### config.mk
export PLATFORM = sky130hd
export DESIGN_NAME = brake_lowside_vds_supervisor
export DESIGN_NICKNAME = d
export VERILOG_FILES = /design/src/logic/brake_pkg.sv /design/src/logic/brake_lowside_vds_supervisor.sv /design/src/logic/persist_filter.sv
export SDC_FILE = /design/constraint.sdc
export NUM_CORES = 1
export LEC_CHECK = 0
export ABC_CLOCK_PERIOD_IN_PS = 2100
export BUFFER_PORTS_ARGS = -buffer_cell sky130_fd_sc_hd__clkbuf_2
export CAP_MARGIN = 15
export CORE_AREA = 2 2 100 102
export CTS_BUF_LIST = sky130_fd_sc_hd__clkbuf_4
export DETAILED_ROUTE_END_ITERATION = 10
export DIE_AREA = 0 0 102 104
export GPL_TIMING_DRIVEN = 0
export HOLD_SLACK_MARGIN = 0.03
export PLACE_DENSITY = 0.74
export SYNTH_ARGS = -nofsm -noshare
export SYNTH_HDL_FRONTEND = slang
export SYNTH_SLANG_ARGS = --single-unit
### constraint.sdc
create_clock -name REF_CLK -period 2.1 [get_ports REF_CLK]
set_clock_uncertainty 0.1 [all_clocks]
set_input_delay 0.105 -clock REF_CLK [delete_from_list [all_inputs] [get_ports REF_CLK]]
set_output_delay 0.105 -clock REF_CLK [all_outputs]
set_load 0.02 [all_outputs]
### src/logic/brake_pkg.sv
// Constants and types for the low-side brake supervisor
package brake_pkg;

  // ----------------------------------------------------------------
  // Clock and timing
  // ----------------------------------------------------------------
  localparam int CLK_MHZ          = 250;
  localparam int LS_COUNT         = 4;
  localparam int BLANK_ONE_NS     = 2000;
  localparam int BLANK_TWO_NS     = 8000;
  localparam int VDS_FILTER_NS    = 1000;
  localparam int OV_FILTER_NS     = 4000;
  // Least times round up to whole cycles
  localparam int BLANK_ONE_CYC    = (BLANK_ONE_NS * CLK_MHZ + 999) / 1000;
  localparam int BLANK_TWO_CYC    = (BLANK_TWO_NS * CLK_MHZ + 999) / 1000;
  localparam int VDS_FILTER_CYC   = (VDS_FILTER_NS * CLK_MHZ + 999) / 1000;
  localparam int OV_FILTER_CYC    = (OV_FILTER_NS * CLK_MHZ + 999) / 1000;
  localparam int TIMER_W          = 12;

  // ----------------------------------------------------------------
  // Reset values and encodings
  // ----------------------------------------------------------------
  localparam logic [2:0] OV_LEVEL_RESET = 3'h0;
  localparam logic       SEL_FIRST      = 1'b0;

  typedef enum logic [1:0] {
    ST_IDLE    = 2'b00,
    ST_BLANK   = 2'b01,
    ST_MONITOR = 2'b10
  } brake_state_t;

endpackage

### src/logic/brake_lowside_vds_supervisor.sv
// Low-side brake control with drain-source supervision while braking
// --------------------------------------------------------------------
// Notes on behaviour
// - Slam enabled and trigger high turns low sides on, charge pump off.
// - Parking brake enabled in sleep or stop turns low sides on, pump off.
// - Overvoltage brake on supply excess turns low sides on in every state.
// - Braking VDS threshold chosen by select bit: 0 first, 1 second.
// - Blank time starts with brake activation; select 0 first, 1 second.
// - VDS overvoltage ignored while brake blank time runs.
// - VDS overvoltage reported only after persisting the brake filter time.
// - Confirmed fault latches all low sides off; control bits untouched.
// - Fault sets the per-low-side brake fault status bit.
// - Low sides stay off until all brake fault bits are cleared.
// - Pump enable accepted but pump held off while any fault bit set.
// - Overvoltage braking active whenever its enable is set.
// - Supply above selected level turns all low sides on promptly.
// - Each supply causing overvoltage braking latches its own status bit.
// - Both supplies below hysteresis for filter time end overvoltage brake.
// - VDS fault during overvoltage braking turns all low sides off.
// --------------------------------------------------------------------
`timescale 1ns/10ps
`default_nettype none
module brake_lowside_vds_supervisor #(
  parameter int LS_N = brake_pkg::LS_COUNT
) (
  input  wire logic            REF_CLK,
  input  wire logic            RST,
  input  wire logic            SLAM_ENABLE,
  input  wire logic            SLAM_TRIGGER_INPUT,
  input  wire logic [LS_N-1:0] SLAM_LOWSIDE_DISABLE,
  input  wire logic            PARKING_BRAKE_ENABLE,
  input  wire logic            SLEEP_OR_STOP,
  input  wire logic            OVERVOLTAGE_BRAKE_ENABLE,
  input  wire logic [2:0]      OV_LEVEL_SELECT,
  input  wire logic            MAIN_SUPPLY_OVER,
  input  wire logic            INTERNAL_SUPPLY_OVER,
  input  wire logic            MAIN_SUPPLY_BELOW_HYS,
  input  wire logic            INTERNAL_SUPPLY_BELOW_HYS,
  input  wire logic            BRAKE_VDS_THRESHOLD_SELECT,
  input  wire logic            BRAKE_BLANK_TIME_SELECT,
  input  wire logic [LS_N-1:0] VDS_OVER_TH_ONE,
  input  wire logic [LS_N-1:0] VDS_OVER_TH_TWO,
  input  wire logic [LS_N-1:0] FAULT_CLEAR,
  input  wire logic [1:0]      OVBRAKE_STATUS_CLEAR,
  input  wire logic            CHARGE_PUMP_ENABLE,
  output var  logic [LS_N-1:0] LOWSIDE_ON,
  output var  logic            CHARGE_PUMP_ON,
  output var  logic            BRAKE_ACTIVE,
  output var  logic [LS_N-1:0] LOWSIDE_BRAKE_VDS_FAULT,
  output var  logic            MAIN_SUPPLY_OVBRAKE_STATUS,
  output var  logic            INTERNAL_SUPPLY_OVBRAKE_STATUS,
  output var  logic [2:0]      OV_LEVEL_CODE
);

  localparam int TW = brake_pkg::TIMER_W;

  generate
    if (LS_N < 1 || LS_N > 8) begin : g_bad
      $error("brake supervisor: LS_N must be 1 to 8");
    end
  endgenerate

  // ------------------------------------------------------------------
  // State and internal signals
  // ------------------------------------------------------------------
  brake_pkg::brake_state_t state_reg;
  brake_pkg::brake_state_t state_next;
  logic [TW-1:0]   blank_cnt_reg;
  logic [LS_N-1:0] fault_reg;
  logic [LS_N-1:0] fault_next;
  logic [LS_N-1:0] lowside_on_reg;
  logic [LS_N-1:0] lowside_on_next;
  logic [LS_N-1:0] vds_sel;
  logic [LS_N-1:0] vds_hit;
  logic [1:0]      ovstat_reg;
  logic            ov_active_reg;
  logic            ov_set;
  logic            ov_release;
  logic            slam_req;
  logic            park_req;
  logic            brake_req;
  logic            cp_on_reg;
  logic            ov_brake;
  logic            brake_active_reg;
  logic [TW-1:0]   mon_age_reg;
  logic [TW-1:0]   hys_age_reg;

  // Threshold choice is a mux of the two comparator banks
  function automatic logic [LS_N-1:0] pick_th(
    input logic            sel,
    input logic [LS_N-1:0] th_one,
    input logic [LS_N-1:0] th_two
  );
    pick_th = (sel == brake_pkg::SEL_FIRST) ? th_one : th_two;
  endfunction

  // ------------------------------------------------------------------
  // Brake sources
  // ------------------------------------------------------------------
  assign slam_req  = SLAM_ENABLE && SLAM_TRIGGER_INPUT;
  assign park_req  = PARKING_BRAKE_ENABLE && SLEEP_OR_STOP;
  assign ov_set    = OVERVOLTAGE_BRAKE_ENABLE &&
                     (MAIN_SUPPLY_OVER || INTERNAL_SUPPLY_OVER);
  // A new excess brakes at once; a release or disable ends it at once
  assign ov_brake  = ov_set || (OVERVOLTAGE_BRAKE_ENABLE && ov_active_reg && !ov_release);
  assign brake_req = slam_req || park_req || ov_brake;
  assign vds_sel   = pick_th(BRAKE_VDS_THRESHOLD_SELECT,
                             VDS_OVER_TH_ONE, VDS_OVER_TH_TWO);

  // Release filter: both supplies below hysteresis for the filter time
  persist_filter #(
    .COUNT   (brake_pkg::OV_FILTER_CYC),
    .COUNT_W (TW)
  ) u_ov_release (
    .clk    (REF_CLK),
    .rst    (RST),
    .enable (ov_active_reg && !ov_set),
    .cond   (MAIN_SUPPLY_BELOW_HYS && INTERNAL_SUPPLY_BELOW_HYS),
    .hit    (ov_release)
  );

  // Overvoltage brake holds until released or disabled
  always_ff @(posedge REF_CLK) begin
    if (RST || !OVERVOLTAGE_BRAKE_ENABLE) begin
      ov_active_reg <= 1'b0;
    end else if (ov_set) begin
      ov_active_reg <= 1'b1;
    end else if (ov_release) begin
      ov_active_reg <= 1'b0;
    end
  end

  // Per-supply status; a new cause wins over a clear
  always_ff @(posedge REF_CLK) begin
    if (RST) begin
      ovstat_reg <= 2'h0;
    end else begin
      ovstat_reg[0] <= (ovstat_reg[0] && !OVBRAKE_STATUS_CLEAR[0]) ||
                       (OVERVOLTAGE_BRAKE_ENABLE && MAIN_SUPPLY_OVER);
      ovstat_reg[1] <= (ovstat_reg[1] && !OVBRAKE_STATUS_CLEAR[1]) ||
                       (OVERVOLTAGE_BRAKE_ENABLE && INTERNAL_SUPPLY_OVER);
    end
  end

  // ------------------------------------------------------------------
  // VDS filters, one per low side
  // ------------------------------------------------------------------
  // Filters only run after blanking and on a driven low side
  genvar gi;
  generate
    for (gi = 0; gi < LS_N; gi++) begin : g_vds
      persist_filter #(
        .COUNT   (brake_pkg::VDS_FILTER_CYC),
        .COUNT_W (TW)
      ) u_vds (
        .clk    (REF_CLK),
        .rst    (RST),
        .enable (state_reg == brake_pkg::ST_MONITOR && lowside_on_reg[gi]),
        .cond   (vds_sel[gi]),
        .hit    (vds_hit[gi])
      );
    end
  endgenerate

  // Sticky fault bits; detection wins over a same-cycle clear
  assign fault_next = (fault_reg & ~FAULT_CLEAR) | vds_hit;

  always_ff @(posedge REF_CLK) begin
    if (RST) begin
      fault_reg <= '0;
    end else begin
      fault_reg <= fault_next;
    end
  end

  // ------------------------------------------------------------------
  // Brake sequencer
  // ------------------------------------------------------------------
  // Any fault, old or new, forces idle so low sides drop together
  always_comb begin
    state_next = state_reg;
    case (state_reg)
      brake_pkg::ST_IDLE: begin
        if (brake_req && fault_next == '0) begin
          state_next = brake_pkg::ST_BLANK;
        end
      end
      brake_pkg::ST_BLANK: begin
        if (!brake_req || fault_next != '0) begin
          state_next = brake_pkg::ST_IDLE;
        end else if (blank_cnt_reg == '0) begin
          state_next = brake_pkg::ST_MONITOR;
        end
      end
      brake_pkg::ST_MONITOR: begin
        if (!brake_req || fault_next != '0) begin
          state_next = brake_pkg::ST_IDLE;
        end
      end
      default: begin
        state_next = brake_pkg::ST_IDLE;
      end
    endcase
  end

  always_ff @(posedge REF_CLK) begin
    if (RST) begin
      state_reg <= brake_pkg::ST_IDLE;
    end else begin
      state_reg <= state_next;
    end
  end

  // Blank timer loads on entry; BLANK lasts exactly the chosen count
  always_ff @(posedge REF_CLK) begin
    if (RST) begin
      blank_cnt_reg <= '0;
    end else if (state_reg == brake_pkg::ST_IDLE) begin
      blank_cnt_reg <= BRAKE_BLANK_TIME_SELECT ?
                       TW'(brake_pkg::BLANK_TWO_CYC - 1) :
                       TW'(brake_pkg::BLANK_ONE_CYC - 1);
    end else if (blank_cnt_reg != '0) begin
      blank_cnt_reg <= blank_cnt_reg - TW'(1);
    end
  end

  // ------------------------------------------------------------------
  // Drive outputs
  // ------------------------------------------------------------------
  // Slam-only braking honours per-side disables; other sources drive all
  always_comb begin
    lowside_on_next = '0;
    if (state_next != brake_pkg::ST_IDLE) begin
      lowside_on_next = '1;
      if (slam_req && !park_req && !ov_brake) begin
        lowside_on_next = ~SLAM_LOWSIDE_DISABLE;
      end
    end
  end

  always_ff @(posedge REF_CLK) begin
    if (RST) begin
      lowside_on_reg <= '0;
    end else begin
      lowside_on_reg <= lowside_on_next;
    end
  end

  // Pump request is kept but gated by braking and latched faults
  always_ff @(posedge REF_CLK) begin
    if (RST) begin
      cp_on_reg <= 1'b0;
    end else begin
      cp_on_reg <= CHARGE_PUMP_ENABLE && fault_next == '0 &&
                   state_next == brake_pkg::ST_IDLE;
    end
  end

  // Brake flag registered from the next state, so it tracks the sequencer
  always_ff @(posedge REF_CLK) begin
    if (RST) begin
      brake_active_reg <= 1'b0;
    end else begin
      brake_active_reg <= state_next != brake_pkg::ST_IDLE;
    end
  end

  // Level code to the analog comparators, registered for a clean output
  always_ff @(posedge REF_CLK) begin
    if (RST) begin
      OV_LEVEL_CODE <= brake_pkg::OV_LEVEL_RESET;
    end else begin
      OV_LEVEL_CODE <= OV_LEVEL_SELECT;
    end
  end

  assign LOWSIDE_ON                     = lowside_on_reg;
  assign CHARGE_PUMP_ON                 = cp_on_reg;
  assign BRAKE_ACTIVE                   = brake_active_reg;
  assign LOWSIDE_BRAKE_VDS_FAULT        = fault_reg;
  assign MAIN_SUPPLY_OVBRAKE_STATUS     = ovstat_reg[0];
  assign INTERNAL_SUPPLY_OVBRAKE_STATUS = ovstat_reg[1];

  // ------------------------------------------------------------------
  // Assertions
  // ------------------------------------------------------------------
  // Checker helpers: run lengths of monitoring and of supply release
  // Both saturate, so a long stretch cannot wrap them back to small values
  always_ff @(posedge REF_CLK) begin
    if (RST || state_reg != brake_pkg::ST_MONITOR) begin
      mon_age_reg <= '0;
    end else if (mon_age_reg != '1) begin
      mon_age_reg <= mon_age_reg + TW'(1);
    end
  end

  always_ff @(posedge REF_CLK) begin
    if (RST || !ov_active_reg || ov_set ||
        !(MAIN_SUPPLY_BELOW_HYS && INTERNAL_SUPPLY_BELOW_HYS)) begin
      hys_age_reg <= '0;
    end else if (hys_age_reg != '1) begin
      hys_age_reg <= hys_age_reg + TW'(1);
    end
  end
endmodule
`default_nettype wire

### src/logic/persist_filter.sv
// Persistence filter: flags a condition held for a set number of cycles
`timescale 1ns/10ps
`default_nettype none
module persist_filter #(
  parameter int COUNT   = 4,
  parameter int COUNT_W = 12
) (
  input  wire logic clk,
  input  wire logic rst,
  input  wire logic enable,
  input  wire logic cond,
  output var  logic hit
);

  localparam logic [COUNT_W-1:0] LIMIT = COUNT_W'(COUNT);

  logic [COUNT_W-1:0] cnt_reg;

  generate
    if (COUNT < 1 || COUNT >= (1 << COUNT_W)) begin : g_bad
      $error("persist_filter: COUNT does not fit COUNT_W");
    end
  endgenerate

  // Saturating run-length counter; any gap restarts the run
  always_ff @(posedge clk) begin
    if (rst || !enable || !cond) begin
      cnt_reg <= '0;
    end else if (cnt_reg != LIMIT) begin
      cnt_reg <= cnt_reg + COUNT_W'(1);
    end
  end

  assign hit = enable && cond && (cnt_reg == LIMIT - COUNT_W'(1));

endmodule
`default_nettype wire

Word level (Yosys, flattened, before mapping)
Index checks and enable logic that the tools add are counted.

Register bits: 90. Logic and storage cells: 125. Output and inout bits: 15.

Bitwise logic cells: 5. Reductions and logical operators: 76. Add/subtract/negate cells: 6. Multiplexer cells: 12. Eq/ne operators: 12.

Operators with widths (count): adder 12 x 1 -> 12 bit, second input constant (5); equality test 12 x 8 -> 1 bit, second input constant (4); != test 12 x 8 -> 1 bit, second input constant (4); logical AND 1 bit (30); two-way mux 12 bit (2); logical NOT 1 bit (18); logical OR 1 bit (18); equality test 12 x 10 -> 1 bit, second input constant (1); logical NOT 12 bit (1); != test 12 x 10 -> 1 bit, second input constant (1); nonzero test 12 bit (1); subtractor 12 x 1 -> 12 bit, second input constant (1); two-way mux 11 bit (1); two-way mux 2 bit (4); two-way mux 4 bit (2); NOT 4 bit (2); case mux 2 bit (3 select lines) (1); nonzero test 2 bit (3); AND 4 bit (1); logical NOT 2 bit (2); logical NOT 4 bit (1); OR 4 bit (1); nonzero test 4 bit (1); equality test 2 x 1 -> 1 bit, second input constant (1); other kinds (4) (5).

Logic depth before layout (Yosys ltp)
Gate-level depths: netlist of the first run.

Word-level depth: 17. Gate-level depth with buffers: 7. Gate-level depth less buffers: 7.

By module
From an unflattened synthesis of the first run, not the netlist that was laid out.

Cells, all modules: 490. Area total of the unflattened synthesis: 4475.5 µm².

By module, submodules not included: persist_filter (g_vds[0].u_vds ...) (times used 4, cells each 65, area each 590.6 µm²); brake_lowside_vds_supervisor (times used 1, cells each 155, area each 1446.4 µm²); persist_filter (u_ov_release) (times used 1, cells each 75, area each 666.9 µm²).

Least setup slack after synthesis of the first run
OpenSTA, ideal clock, no wires.

Path kind: register -> register. Start: register g_vds[0].u_vds.cnt_reg[2]. End: register cp_on_reg, in the netlist CHARGE_PUMP_ON. Period minus slack after synthesis: 1757 ps. Stages on the path, launching flop included: 6. Required time: 1882 ps. Setup slack: 343 ps. Arrival: 1539 ps. Buffers on the path: 0. Path through: dfxtp_1 -> or4b_1 -> nor4_2 -> a32oi_2 -> and3_1 -> o2111a_1.

Word-level cells in the longest chain between the ends: 9. Elaborated cells on any way between the ends: 14. Those cells by class: 1 x eq/ne; 4 x mux; 1 x bitwise; 8 x reduce/logical.

Ends and longest elaborated chain: start: declaration (line persist_filter.sv:17) `logic [COUNT_W-1:0] cnt_reg;`; start signal: assignment (line persist_filter.sv:30) `cnt_reg <= cnt_reg + COUNT_W'(1);`; equality test 12 x 8 -> 1 bit (*) (line persist_filter.sv:34) `assign hit = enable && cond && (cnt_reg == LIMIT - COUNT_W'(1));`; logical AND 1 bit (*) (line persist_filter.sv:34); OR 4 bit (*) (line brake_lowside_vds_supervisor.sv:166) `assign fault_next = (fault_reg & ~FAULT_CLEAR) | vds_hit;`; nonzero test 4 bit / logical NOT 4 bit (equally long branches); logical OR 1 bit / logical AND 1 bit (equally long branches) (line brake_lowside_vds_supervisor.sv:189, brake_lowside_vds_supervisor.sv:196, brake_lowside_vds_supervisor.sv:184); two-way mux 2 bit, on equally long branches (line brake_lowside_vds_supervisor.sv:196, brake_lowside_vds_supervisor.sv:184, brake_lowside_vds_supervisor.sv:189); case mux 2 bit (3 select lines) (line brake_lowside_vds_supervisor.sv:182) `case (state_reg)`; logical NOT 2 bit (line brake_lowside_vds_supervisor.sv:255) `state_next == brake_pkg::ST_IDLE;`; logical AND 1 bit (*) (line brake_lowside_vds_supervisor.sv:254) `cp_on_reg <= CHARGE_PUMP_ENABLE && fault_next == '0 &&`; end signal: assignment (line brake_lowside_vds_supervisor.sv:254); end: declaration (line brake_lowside_vds_supervisor.sv:82) `logic cp_on_reg;`.

Every way passes the cells marked *; elsewhere a longest branch is shown, timed or not. A chain may end at the register's enable or synchronous reset.

Worst setup path after layout of the first run
Start: register g_vds[3].u_vds.cnt_reg[8]. End: register cp_on_reg, in the netlist CHARGE_PUMP_ON.

Word-level cells in the longest chain between the ends: 9. Elaborated cells on any way between the ends: 14. Those cells by class: 1 x eq/ne; 4 x mux; 1 x bitwise; 8 x reduce/logical.

Ends and longest elaborated chain (line): start: declaration (persist_filter.sv:17); start signal: assignment (persist_filter.sv:30); equality test 12 x 8 -> 1 bit (*) (persist_filter.sv:34); logical AND 1 bit (*) (persist_filter.sv:34); OR 4 bit (*) (brake_lowside_vds_supervisor.sv:166); nonzero test 4 bit / logical NOT 4 bit (equally long branches); logical OR 1 bit / logical AND 1 bit (equally long branches) (brake_lowside_vds_supervisor.sv:189, brake_lowside_vds_supervisor.sv:196, brake_lowside_vds_supervisor.sv:184); two-way mux 2 bit, on equally long branches (brake_lowside_vds_supervisor.sv:196, brake_lowside_vds_supervisor.sv:184, brake_lowside_vds_supervisor.sv:189); case mux 2 bit (3 select lines) (brake_lowside_vds_supervisor.sv:182); logical NOT 2 bit (brake_lowside_vds_supervisor.sv:255); logical AND 1 bit (*) (brake_lowside_vds_supervisor.sv:254).

Marked as above.

==> results of run 1 <==
metrics by stage:
step | instance area, um2 | cells | hold slack (ns) | utilization (%) | power [mW]
after CTS | 4930 | 682 | 0.0312 | 51.6 | 2.85
after floorplan | 4210 | 464 | 0.133 | - | 1.95
after detailed placement | 4620 | 646 | 0.219 | 48.4 | 2.04
after global placement | 4620 | 646 | 0.215 | 48.4 | 2.03
after global routing | 4950 | 684 | 0.0820 | 51.8 | 2.96
final | 4950 | 684 | 0.0426 | 51.8 | 2.83
per-layer routing:
layer / share of wire (%) / vias up
li1: - / 1740
met1: 45 / 1577
met2: 49 / 70
met3: 4.1 / 14
met4: 1.8 / 0
met5: 0 / -
kinds of logic (layout without fill, tap and decap cells):
group	after synthesis	count (layout)	synth area share, %
mux	7	7	1.87
simple gates	233	233	29.7
xor+xnor	61	61	12.7
fa+ha+maj	15	15	4.46
flops	90	90	42.8
buf+inv	27	114	2.41
compound gates	31	31	6.07
synthesized netlist by cell type (2+ instances only):
cell,number,area share [%]
dfxtp_1,90,43
nor2_1,90,8.0
nand2_1,33,2.9
xor2_1,33,6.9
xnor2_1,28,5.8
inv_1,18,1.6
nand3_1,18,2.1
ha_1,15,4.5
nand4_1,15,2.2
a21oi_1,13,1.5
nand2b_1,13,1.9
nor3_1,13,1.5
clkbuf_1,8,0.71
and3_1,7,1.0
a211oi_1,5,0.89
nor2b_1,5,0.74
nor3_2,5,1.2
a31oi_1,4,0.59
and4_1,4,0.83
and2_1,3,0.45
mux2i_1,3,0.71
nand3b_1,3,0.54
or4b_1,3,0.71
a32oi_2,2,0.77
mux2_1,2,0.54
nand4b_1,2,0.42
nor3b_1,2,0.36
nor3b_2,2,0.59
nor4_2,2,0.59
nor4_4,2,1.0
o21ai_1,2,0.24
or2_2,2,0.30
or4_1,2,0.36
critical path, cell delays in order, from the launching register on:
cell,delay [ns]
dfxtp_1,0.36
or4_1,0.52
nor4_2,0.29
a32oi_2,0.23
and3_1,0.24
o2111a_1,0.14
path summary, 6_finish.rpt:
kind,start,to,cells past startpoint
worst max-delay path,g_vds[3].u_vds.cnt_reg[8],CHARGE_PUMP_ON,5
worst min register to register,g_vds[3].u_vds.cnt_reg[11],g_vds[3].u_vds.cnt_reg[11],2
worst min-delay path,SLAM_TRIGGER_INPUT,LOWSIDE_ON[2],5
worst max register to register,g_vds[3].u_vds.cnt_reg[8],CHARGE_PUMP_ON,5
what timing repair did:
item,in CTS,in global routing
buffers inserted,0,2
hold buffers,21,0
endpoints found under the setup margin,0,5
hold endpoints to repair,17,0
resized for setup,0,1
final cells by class:
| cell class | instances | share of cell area (%) |
|---|---|---|
| clock buffer | 11 | 1.67 |
| inverter | 18 | 1.37 |
| sequential | 90 | 36.4 |
| buffer | 9 | 0.683 |
| multi-input combinational | 347 | 46.6 |
| clock inverter | 4 | 0.404 |
| timing repair buffer | 72 | 9.50 |
| tap | 133 | 3.36 |
power by group:
part	leakage [nW]	internal, mW	switching (mW)	total (mW)
sequential	0.732	1.74	0.0318	1.78
combinational	1.02	0.127	0.136	0.264
clock	0.0578	0.255	0.532	0.787
total	1.81	2.13	0.700	2.83
==> impl_metrics.tcl, run 1 <==
set metrics [dict create \
    synth_cell_types 48 \
    ant_nets 0 \
    clk_pin_slew_ns 0.13 \
    cts_made_buffers 9 \
    port_buffers 49 \
    met3_usage_pct 3.36 \
    arrival_ns 2.23 \
    gp_congestion 0.782 \
    regArea_mm2 0.00180 \
    cap_viol_max_count 0 \
    root_buffer "clkbuf_4" \
    fin_ws_ns 0.110 \
    finalCritPeriodShare_pct 94.7 \
    worstSetupStartpointType "register" \
    required_ns 2.34 \
    vias_per_cell 4.97 \
    areaGrowthSynthToFinish_pct 17.7 \
    r2r_slack_ns 0.11 \
    finalSetupViolations 0 \
    grt_use_met2_pct 30.3 \
    start_util_pct 44.1 \
    gr-max-usage-layer "met2" \
    endpoint_kind "register" \
    nets 597 \
    max_freq_ghz 0.503 \
    post-dp-hpwl_um 6470 \
    finalCriticalPeriod_ns 1.99 \
    clock_sinks 90 \
    die-height_um 104 \
    p_leak_nw 1.81 \
    synth_edf_count 0 \
    tns_ns 0 \
    antenna_found_initial 0 \
    rsz0062_at_grt "no" \
    grt_util_all_layers_pct 17.6 \
    worstMarginPinSlew_ns 0.577 \
    fp.coreArea_mm2 0.00955 \
    largest_reg_flops 48 \
    layout-drive-gt1-share_pct 16.2 \
    crit_fanout 4 \
    postRouteWirelength_um 8770 \
    syn_avg_cell_area_um2 9.07 \
    multiInputGateArea_mm2 0.00231 \
    worstHoldPathType "in -> reg" \
    grt_max_degree 14 \
    synth_seq_cells 90 \
    pre_cts_ws_ns 0.109 \
    die_x_um 102 \
    diodes 0 \
    status "finished clean" \
    slew_headroom_pct 61.2 \
    drc 0 \
    synth_warnings 0 \
    syn_area_mm2 0.00421 \
    rows 36 \
    fillCellCount 916 \
    ys_seq_area_share_pct 42.8 \
    cts_max_level 3 \
    gr-usage-met1_pct 21.4 \
    synthArstFlopShare_pct 0 \
    ir_drop_mv 0.237 \
    criticalPathCategory "reg -> reg" \
    ioPinCount 50 \
    cts_buffer_depth 2 \
    syn-num-nets 514 \
    tritoncts "done" \
    grt_pass1_vias 3412 \
    grt_pass1_wl_um 14900 \
    clkLatencyLatePin_ns 0.44 \
    postSynthCellCount 464 \
    grt_overflow 0 \
    ys.flop_type "dfxtp_1" \
    drt-initial-drc-count 121 \
    dr.pass1.iters 4 \
    slew_violations 0 \
    power_density_mw_per_mm2 571 \
    hold_viol_final 0 \
    die_area_mm2 0.0106 \
    wire_per_inst_um 12.8 \
    num_vias 3401 \
    final_cell_mix "dfxtp_1, nor2_1, clkbuf_2" \
]
Note: power is estimated with default switching activity, not from simulation.
==> run 2: changes to the inputs <==
- CORE_AREA: 2 2 100 102 -> 2 2 91 93
- DIE_AREA: 0 0 102 104 -> 0 0 93 95
- PLACE_DENSITY: 0.74 -> 0.85
- SLEW_MARGIN: not set -> 40
==> run 2 against run 1 <==
Maximum frequency up 0.29%. Sequential power about the same. Flip-flop and latch count unchanged. Global-route usage up 2.9 points. Via count up 1.1%. Clock-buffer cell count down 2. Final area down 0.43%. Sequential share of layout area up 0.16 points. Final cell count down 4.1%. Core utilization up 10 points. Die area down 17%. Non-clock buffer count down 1. Highest routed layer unchanged.
==> impl_metrics.tcl, run 2 (synthesis results as in run 1) <==
set metrics [dict create \
    antenna_found_initial 0 \
    power_mw 2.85 \
    die_area_mm2 0.00884 \
    nets 596 \
    dr.pass1.iters 5 \
    slew_violations 0 \
    r2r_slack_ns 0.12 \
    drt-initial-drc-count 198 \
    wire_per_inst_um 13.3 \
    clock_sinks 90 \
    cts_buffer_depth 2 \
    ir_drop_mv 0.371 \
    cp_slowest_cell "or4b_1" \
    grt_util_all_layers_pct 20.6 \
    criticalPathCategory "reg -> reg" \
    rows 33 \
    clkLatencyLatePin_ns 0.43 \
    power_density_mw_per_mm2 579 \
    hold_viol_final 0 \
    ant_nets 0 \
    critPathLaunch "g_vds[0].u_vds.cnt_reg[2]" \
    tritoncts "done" \
    whs_path_depth 5 \
    clk_pin_slew_ns 0.13 \
    hp-start "SLAM_TRIGGER_INPUT" \
    max_freq_ghz 0.504 \
    worstMarginPinSlew_ns 0.531 \
    port_buffers 49 \
    drc 0 \
    worstHoldPathType "in -> reg" \
    die-height_um 95 \
    endpoint_kind "register" \
    r2r_end "CHARGE_PUMP_ON" \
    place_inst 618 \
    grt_max_degree 16 \
    die_x_um 93 \
    ioPinCount 50 \
    areaGrowthSynthToFinish_pct 17.2 \
    worstSetupStartpointType "register" \
    start_util_pct 53.1 \
    grt_pass1_vias 3399 \
    post-dp-hpwl_um 6390 \
    status "finished clean" \
    finalCritPeriodShare_pct 94.5 \
    cap_viol_max_count 0 \
    num_vias 3439 \
    path_cells "or4b_1 -> nor4_2 -> a32oi_2 -> and3_1 -> o2111a_1" \
    grt_overflow 0 \
    root_buffer "clkbuf_4" \
    cts_made_buffers 9 \
    holdPathEnd "LOWSIDE_ON[2]" \
    layout-drive-gt1-share_pct 16.9 \
    layoutNonFillerInstCount 656 \
    fin_ws_ns 0.116 \
    postRouteWirelength_um 8720 \
    slew_headroom_pct 64.6 \
    reg2regPathDepth 5 \
    largest_reg_flops 48 \
    regToRegStartpoint "g_vds[0].u_vds.cnt_reg[2]" \
    p_leak_nw 1.81 \
    gp_congestion 0.817 \
    fp.coreArea_mm2 0.00793 \
    pre_cts_ws_ns 0.144 \
    required_ns 2.31 \
    finalSetupViolations 0 \
    finalCriticalPeriod_ns 1.98 \
    crit_fanout 5 \
    arrival_ns 2.20 \
    final_cell_mix "dfxtp_1, nor2_1, clkbuf_2" \
    max_stage_delay_ns 0.54 \
    diodes 0 \
    grt_pass1_wl_um 14500 \
    vias_per_cell 5.24 \
    cts_max_level 3 \
]
[run 2: power breakdown]
part	internal, mW	switching, mW	leakage (nW)	total (mW)
combinational	0.127	0.135	1.01	0.262
clock	0.240	0.574	0.0610	0.814
sequential	1.74	0.0341	0.732	1.78
[run 2: worst max-delay path by stage]
| stage | to | cells after the start |
|---|---|---|
| 2_1_floorplan | CHARGE_PUMP_ON | 5 |
| 3_3_place_gp | CHARGE_PUMP_ON | 5 |
| 3_5_place_dp | CHARGE_PUMP_ON | 6 |
| 4_1_cts | CHARGE_PUMP_ON | 6 |
| 5_1_grt | CHARGE_PUMP_ON | 6 |
| 6_report | CHARGE_PUMP_ON | 5 |
[run 2: critical path, delay by kind of cell (launching register included)]
family           cells  cell delay, ns
AND/OR/NAND/NOR      3            1.01
flip-flops           1            0.38
AO/OA/AOI/OAI        2            0.38
[run 2: stage by stage]
stage	setup TNS, ns	utilization, %	hold slack [ns]	area, um2
floorplan	0	-	0.133	4210
finish	0	62.2	0.0875	4930
detailed placement	0	57.8	0.227	4580
global placement	0	57.8	0.260	4580
CTS	0	61.8	0.0468	4900
global route	-0.000897	62.2	0.0854	4930
[run 2: area by class of cell]
| type | instances | area [um2] |
|---|---|---|
| Multi-Input combinational cell | 347 | 2320 |
| Inverter | 18 | 67.6 |
| Sequential cell | 90 | 1800 |
| Clock inverter | 7 | 46.3 |
| Timing Repair Buffer | 71 | 460 |
| Clock buffer | 9 | 67.6 |
| Tap cell | 105 | 131 |
| Fill cell | 651 | 3000 |
| Buffer | 9 | 33.8 |
[run 2: timing repair]
action | 4_1_cts | 5_1_grt
hold endpoints to repair | 16 | 0
hold buffers | 20 | 0
setup buffers | 0 | 2
setup endpoints to repair | 0 | 11
resized for setup | 0 | 4
[run 2: layer usage]
layer	vias to the layer above	global-route usage [%]	part of all wire, %
met5	-	0	0
met4	0	7.48	1.8
met3	14	5.11	4.8
met2	75	37.2	50
met1	1618	23.6	43
li1	1732	-	-
